<file path="src/gain_cal_pkg.sv">
// Package: register map, field layout and reset values for gain calibration
package gain_cal_pkg;
  // Printed offsets are word indices; byte address is four times the index
  localparam logic [7:0]  GAIN_UPPER_INDEX  = 8'h0C;
  localparam logic [7:0]  GAIN_LOWER_INDEX  = 8'h0D;
  localparam logic [11:0] GAIN_UPPER_ADDR   = {2'h0, GAIN_UPPER_INDEX, 2'h0};
  localparam logic [11:0] GAIN_LOWER_ADDR   = {2'h0, GAIN_LOWER_INDEX, 2'h0};
  localparam logic [15:0] GAIN_UPPER_RESET  = 16'h8000;
  localparam logic [7:0]  GAIN_LOW_RESET    = 8'h00;
  localparam int          LOW_FIELD_LSB     = 8;
  localparam int          COEFF_WIDTH       = 24;
  localparam int          REG_WIDTH         = 16;
endpackage

</file>
<file path="src/gain_coeff_store.sv">
// Storage flops for the 24-bit gain coefficient
`timescale 1ns/1ps
`default_nettype none
module gain_coeff_store
  import gain_cal_pkg::*;
(
  input  wire logic        pclk,
  input  wire logic        presetn,
  input  wire logic        wr_high,
  input  wire logic        wr_low,
  input  wire logic [15:0] wdata,
  output logic      [23:0] coeff
);
  logic [15:0] high_bits;
  logic [7:0]  low_bits;

  // Upper sixteen coefficient bits
  always_ff @(posedge pclk or negedge presetn)
  begin
    if (!presetn)
      high_bits <= GAIN_UPPER_RESET;
    else if (wr_high)
      high_bits <= wdata;
  end

  // Low byte comes from the upper byte of the written word
  always_ff @(posedge pclk or negedge presetn)
  begin
    if (!presetn)
      low_bits <= GAIN_LOW_RESET;
    else if (wr_low)
      low_bits <= wdata[15:8];
  end

  // Separate halves so each flop group has a single writer
  assign coeff = {high_bits, low_bits};
endmodule // gain_coeff_store
`default_nettype wire

</file>
<file path="src/adc_channel_gain_calibration.sv">
// APB register pair holding the channel 0 gain coefficient
//
// Operation
// - Upper register at index 0Ch holds coefficient bits 23:8 read/write.
// - Upper register resets to 8000h so the gain starts at mid-scale.
// - Lower register at index 0Dh holds bits 7:0 in 15:8, reset 0000h.
// - The 24-bit coefficient is an unsigned fraction from 0 to under 2.
// - Bits 7:0 of the lower register read zero and ignore writes.
`timescale 1ns/1ps
`default_nettype none
module adc_channel_gain_calibration
  import gain_cal_pkg::*;
(
  input  wire logic        pclk,
  input  wire logic        presetn,
  input  wire logic        psel,
  input  wire logic        penable,
  input  wire logic        pwrite,
  input  wire logic [11:0] paddr,
  input  wire logic [31:0] pwdata,
  input  wire logic [3:0]  pstrb,
  output logic      [31:0] prdata,
  output logic             pready,
  output logic             pslverr,
  output logic      [23:0] gain_coeff,
  output logic      [1:0]  gain_integer,
  output logic      [23:0] gain_fraction
);
  logic        access;
  logic        setup_read;
  logic        any_write;
  logic        hit_high;
  logic        hit_low;
  logic        hit_none;
  logic        wr_high;
  logic        wr_low;
  logic [15:0] high_word;
  logic [15:0] low_word;
  logic [15:0] store_word;
  logic [15:0] read_word;
  logic [23:0] coeff;

  // Address match, shared by the write decode and the read mux
  function automatic logic addr_hits(input logic [11:0] addr,
                                     input logic [11:0] slot);
    return addr == slot;
  endfunction

  // Lane merge: strobed byte from the bus, otherwise the held byte
  function automatic logic [7:0] lane_pick(input logic       strobe,
                                           input logic [7:0] fresh,
                                           input logic [7:0] held);
    return strobe ? fresh : held;
  endfunction

  // Read image of one register slot; unmapped slots read zero
  function automatic logic [15:0] read_image(input logic [11:0] addr,
                                             input logic [23:0] value);
    logic [15:0] image;
    image = 16'h0000;
    if (addr_hits(addr, GAIN_UPPER_ADDR))
      image = value[23:8];
    else if (addr_hits(addr, GAIN_LOWER_ADDR))
      image = {value[7:0], 8'h00};
    return image;
  endfunction

  // Bus phases; zero-wait slave, answers in the access cycle
  assign access     = psel && penable;
  assign setup_read = psel && !penable && !pwrite;
  assign any_write  = access && pwrite;

  // Slot decode
  assign hit_high = addr_hits(paddr, GAIN_UPPER_ADDR);
  assign hit_low  = addr_hits(paddr, GAIN_LOWER_ADDR);
  assign hit_none = !(hit_high || hit_low);

  // Handshake outputs stay combinational; no wait states needed
  assign pready  = 1'b1;
  assign pslverr = access && hit_none;

  // Write enables; lower write needs the lane that carries bits 7:0
  assign wr_high = any_write && hit_high;
  assign wr_low  = any_write && hit_low && pstrb[1];

  // Partial upper writes keep the lane that was not strobed
  assign high_word = {lane_pick(pstrb[1], pwdata[15:8], coeff[23:16]),
                      lane_pick(pstrb[0], pwdata[7:0], coeff[15:8])};

  // Reserved low lane is dropped here, so writes never reach it
  assign low_word = {pwdata[15:8], 8'h00};

  // One word bus into the store; its enables pick the half
  assign store_word = hit_high ? high_word : low_word;

  // Coefficient flops live in their own module
  gain_coeff_store u_store (
    .pclk    (pclk),
    .presetn (presetn),
    .wr_high (wr_high),
    .wr_low  (wr_low),
    .wdata   (store_word),
    .coeff   (coeff)
  );

  // Read image picked in the setup cycle
  assign read_word = read_image(paddr, coeff);

  // Read data registered at setup so it stands through the access
  // cycle; costs nothing since pready never stalls
  always_ff @(posedge pclk or negedge presetn)
  begin
    if (!presetn)
      prdata <= 32'h0000_0000;
    else if (setup_read)
      prdata <= {16'h0000, read_word};
  end

  // Unsigned 1.23 fixed point: bit 23 weighs one
  assign gain_coeff    = coeff;
  assign gain_integer  = {1'b0, coeff[23]};
  assign gain_fraction = {1'b0, coeff[22:0]};
endmodule // adc_channel_gain_calibration
`default_nettype wire

</file>
<file path="config.mk">
export PLATFORM = sky130hd
export DESIGN_NAME = adc_channel_gain_calibration
export DESIGN_NICKNAME = d
export VERILOG_FILES = /design/src/gain_cal_pkg.sv /design/src/gain_coeff_store.sv /design/src/adc_channel_gain_calibration.sv
export SDC_FILE = /design/constraint.sdc
export NUM_CORES = 1
export LEC_CHECK = 0
export BUFFER_PORTS_ARGS = -buffer_cell sky130_fd_sc_hd__buf_2
export CORE_ASPECT_RATIO = 0.5
export CORE_MARGIN = 3
export CORE_UTILIZATION = 42
export DETAILED_ROUTE_END_ITERATION = 8
export PLACE_DENSITY = 0.81
export SYNTH_ARGS = -nofsm -noshare
export SYNTH_HDL_FRONTEND = slang
export SYNTH_SLANG_ARGS = --single-unit
export TNS_END_PERCENT = 5
</file>
<file path="constraint.sdc">
create_clock -name pclk -period 1.2 [get_ports pclk]
set_clock_uncertainty 0.1 [all_clocks]
set_input_delay 0 -clock pclk [delete_from_list [all_inputs] [get_ports pclk]]
set_output_delay 0 -clock pclk [all_outputs]
set_load 0.01 [all_outputs]
</file>
; Yosys cells after proc, flatten, opt, wreduce, memory -nomap -nowiden
; Index checks and enable logic that the tools add are counted.
[totals]
register_bits = 40
latch_bits = 0
ram_bits = 0
rom_bits = 0
in_bits = 53
out_inout_bits = 84
mem_count = 0
[classes]
n_addsub = 0
n_mul = 0
div_mod_pow = 0
order_cmp = 0
eq_ne = 3
n_shift = 0
muxes = 5
bitwise_logic = 0
reduce_logical = 13
[op_table]
columns = operator, count
row1 = two-way mux 16 bit, 3
row2 = equality test 12 x 6 -> 1 bit (second input constant), 2
row3 = two-way mux 8 bit, 2
row4 = logical AND 1 bit, 8
row5 = zero test 1 bit, 3
row6 = != test 2 bit (second input constant), 1
row7 = AND reduction 2 bit, 1
row8 = logical OR 1 bit, 1

; Depth between registers and ports, before layout
[logic_depth]
word_depth = 4
mapped_depth = 5
depth_no_buf = 4

; Cells and area by module
; A second synthesis with hierarchy kept.
[hier_totals]
cells_unflattened = 182
area_unflattened_um2 = 2229.6
[by_module_without_submodules]
columns = mod, n_inst, cells_each, area_per_inst_um2, seq_area_each_um2
row1 = adc_channel_gain_calibration, 1, 131, 1283.7, 400.4
row2 = gain_coeff_store, 1, 51, 945.9, 601.8

; Least setup slack after synthesis
; No wires, ideal clock.
[synth_path]
path_type = in2reg
from = in paddr[1]
to = reg u_store.high_bits[10]
setup_ns = 0.125
t_arrival_ns = 1.278
required_ns = 0.975
setup_slack_ns = -0.302
stages = 4
n_path_buf = 0
cell_sequence = nor3_1 > nand4_2 > nor3b_4 > mux2_2
[synth_via]
elab_chain_len = 2
[synth_lines]
columns = element, line
row1 = from (decl), adc_channel_gain_calibration.sv:19  ; input wire logic [11:0] paddr,
row2 = equality test 12 x 6 -> 1 bit *, adc_channel_gain_calibration.sv:46  ; return addr == slot;
row3 = two-way mux 16 bit / logical AND 1 bit (equally long branches), "adc_channel_gain_calibration.sv:94, adc_channel_gain_calibration.sv:83"
row4 = to (signal assigned), gain_coeff_store.sv:23  ; high_bits <= wdata;
row5 = to (decl), gain_coeff_store.sv:14  ; logic [15:0] high_bits;
; Every way passes the cells marked *; elsewhere a longest branch is shown, timed or not.
; A chain may end at the register's enable or synchronous reset.

; Final worst setup path
[layout_path]
from = in paddr[10]
to = reg u_store.high_bits[8]
; Same word-level chain as after synthesis.

==> flow_summary_export.csv <==
group,metric,value,unit
synth,seq_area_frac_synth,49.41,%
pwr,clockPowerShare,36.7,%
critical_path,rrSetupSlack,0.19,ns
sta,layout_setup_ws,-0.02764,ns
critical_path,r2r-start,"u_store.high_bits[15]",
critical_path,reg2reg_to,"prdata[15]",
layout,n_antenna_cell,0,
clock_tree,htreeDepth,2,
synth,synth_area,2028,sq um
grt,grt_max_degree,30,
die,start_util,44.77,%
layout,nFillCells,352,
sta,hold_viol_final,0,
layout,drive_gt1_share,54.33,%
synth,syn_avg_cell_area,11.46,sq um
clock_tree,worstSkewPairLatency,0.29,ns
grt,grt_usage,17.71,%
grt,antenna_found_initial,0,
place,io_buffers,99,
clock_tree,root_buffer,"clkbuf_8",
clock_tree,cts_tree,"done",
die,die_area,5750,sq um
synth,ys_ff_latch,40,
place,gpl.final_weighted_congestion,0.7101,
clock_tree,cts.clk_slew.worst_paths,0.08,ns
synth,ys.warnings.count,0,
layout,multi_input_area,823.3,sq um
critical_path,cp.arrival,1.31,ns
synth,synth_top_area_share,48.12,%
drt,vias,1639,
drt,drt_iter0_markers,59,
pwr,power_frac_seq,53.5,%
run_status,status,"finished, violations left",
pwr,finalPower,0.002522,W
pwr,power_switching_share,23.15,%
critical_path,cp-end-kind,"register",
pwr,peakVddDrop,0.4610,mV
sta,max_freq,0.8146,GHz
drt,ant_nets,0,
critical_path,cp_max_fo,3,
drt,wl_per_cell,14.37,microns
critical_path,cp.required,1.28,ns
drt,via_per_inst,4.617,
sta,setup_viol,4,
critical_path,startpoint_type,"primary input",
die,std_cell_rows,17,
worst_hold_path,min_path_type,"primary input to asynchronous set/reset pin",
synth,synth_largest_area_cell,"dfrtp_1",
grt,grt_pass1_wl,7748,microns
synth,synth_cell_type_count,24,
pwr,power.leakage,1.632,nW
layout,nNetsFinal,341,
drt,drt-pass1-iter-count,4,
layout,synthToLayoutAreaGrowth,40.72,%
synth,synth_edf_count,0,
critical_path,criticalPathCategory,"primary input to register",
die,boundaryPins,137,
synth,synthArstFlopShare,100.0,%
synth,synthFlopType,"dfrtp_1",
clock_tree,cts_made_buffers,5,
synth,synthTopCellsByArea,"dfrtp_1 48%, buf_4 16%, mux2_2 13%",
pwr,switchingPower,0.0005838,W
sta,finalCritPeriodShare,102.3,%
die,die_w,104.3,microns
clock_tree,cts.sinks,40,
sta,finalMaxSlewViolations,0,
grt,grt_overflow,0,
critical_path,rr_worst_depth,2,
drt,drt-total-wl,5102,microns
pwr,power.density,883.5,nW/um^2
die,die_h,55.14,microns
drt,drc,0,
place,dp_hpwl,3628,microns
synth,syn_inst,177,
pwr,p_int,0.001938,W
sta,period_needed,1.228,ns
sta,rsz0062_at_grt,"yes",
sta,hold_ws,0.03275,ns
grt,grt_pass1_vias,1625,
run,max-cap-violations,0,
pwr,p_comb_share,9.9,%
layout,register_area,1002,sq um
die,core,4531,sq um
clock_tree,cts_buffer_depth,2,
run_status,violations,"setup timing",
critical_path,crit_start,"paddr[10]",
[how the worst max path moves through the flow]
stage          cells after the start                     to
6_report                           6   u_store.high_bits[8]
5_1_grt                            6  u_store.high_bits[10]
4_1_cts                            6  u_store.high_bits[11]
3_5_place_dp                       6   u_store.high_bits[2]
3_3_place_gp                       6   u_store.high_bits[2]
2_1_floorplan                      4  u_store.high_bits[10]
[cells by family (layout without fill, tap and decap cells)]
group           count (synthesis)  in the layout  synth area share [%]
compound gates                 16             16                 4.935
buf+inv                        47            142                 16.72
flops                          40             40                 49.41
mux                            32             32                 17.27
other cells                     2             19                0.3703
simple gates                   40             40                 11.29
[area by class of cell]
type	instances	area share, %
clock buffers	8	3.157
repair buffers	134	29.99
well taps	66	2.893
multi-input cells	107	28.85
flip-flops and latches	40	35.12
[registers in the layout (all words and copies together), names as in the netlist]
| register | flops |
|---|---|
| prdata | 16 |
| u_store.high_bits | 16 |
| u_store.low_bits | 8 |
[through the flow]
stage | utilization (%) | instance area (sq um) | std cells | setup WS [ns] | TNS (ns)
global placement | 55.04 | 2494 | 329 | -0.3480 | -7.766
finish | 62.99 | 2854 | 355 | -0.02764 | -0.07290
detailed placement | 55.04 | 2494 | 329 | -0.4016 | -9.332
floorplan | - | 2102 | 194 | -0.2385 | -4.581
CTS | 62.41 | 2828 | 355 | -0.02475 | -0.08577
global route | 62.99 | 2854 | 355 | -0.08069 | -0.5394
[power by group through the flow]
stage | sequential (W) | combinational (W) | clock [W]
6_report | 0.00135 | 0.000249 | 0.000925
5_1_grt | 0.00135 | 0.000271 | 0.000996
3_3_place_gp | 0.00137 | 0.000190 | 0
3_5_place_dp | 0.00137 | 0.000196 | 0
2_1_floorplan | 0.00138 | 0.000112 | 0
4_1_cts | 0.00135 | 0.000245 | 0.000927
[per-layer routing]
metal | routed length (microns) | GRT usage [%] | share of wire (%)
met2 | 2637 | 34.72 | 52
met5 | 0 | 0 | 0
met4 | 172 | 10.82 | 3.4
met1 | 2044 | 18.78 | 40
met3 | 247 | 3.476 | 4.8
[cells in the mapped netlist, types with 2 or more instances]
cell,instances
nor2_2,2
mux2_2,24
buf_4,43
clkbuf_1,2
and3_1,2
dfrtp_1,39
o31ai_1,8
nand2_1,26
mux2i_1,8
conb_1,2
o21ai_0,8
[worst max-delay path, stage by stage]
cell     delay, ns
buf_2         0.11
nor4_4        0.29
nand4_2       0.18
nor3b_4       0.23
buf_4         0.16
mux2_2        0.33
[cells in the final DEF, fill, tap and decap left out]
cell | netlist | final
nor2_4 | 0 | 1
o21ai_0 | 8 | 8
o31ai_1 | 8 | 8
conb_1 | 2 | 19
nand4b_4 | 0 | 1
buf_6 | 0 | 4
nand3_2 | 0 | 1
mux2_4 | 0 | 13
nor2_1 | 1 | 1
mux2_2 | 24 | 11
and2_1 | 1 | 1
and3_1 | 2 | 2
nand4_1 | 1 | 1
mux2i_1 | 8 | 8
nor3b_4 | 1 | 1
buf_2 | 1 | 98
dlygate4sd3_1 | 0 | 17
nor2_2 | 2 | 1
clkbuf_1 | 2 | 2
dfrtp_1 | 39 | 39
nor3_2 | 0 | 1
and4bb_2 | 1 | 1
buf_4 | 43 | 12
clkbuf_8 | 0 | 6
dfstp_2 | 1 | 1
nand4_2 | 1 | 1
nand2_1 | 26 | 26
buf_12 | 0 | 3
nor4_4 | 1 | 1
[repair_timing]
action	4_1_cts	5_1_grt
gates resized for setup	12	7
endpoints found under the hold margin	63	0
buffers inserted	1	0
hold buffers	17	0
pin swaps	2	1
setup endpoints to repair	16	22
Note: power is estimated with default switching activity, not from simulation.
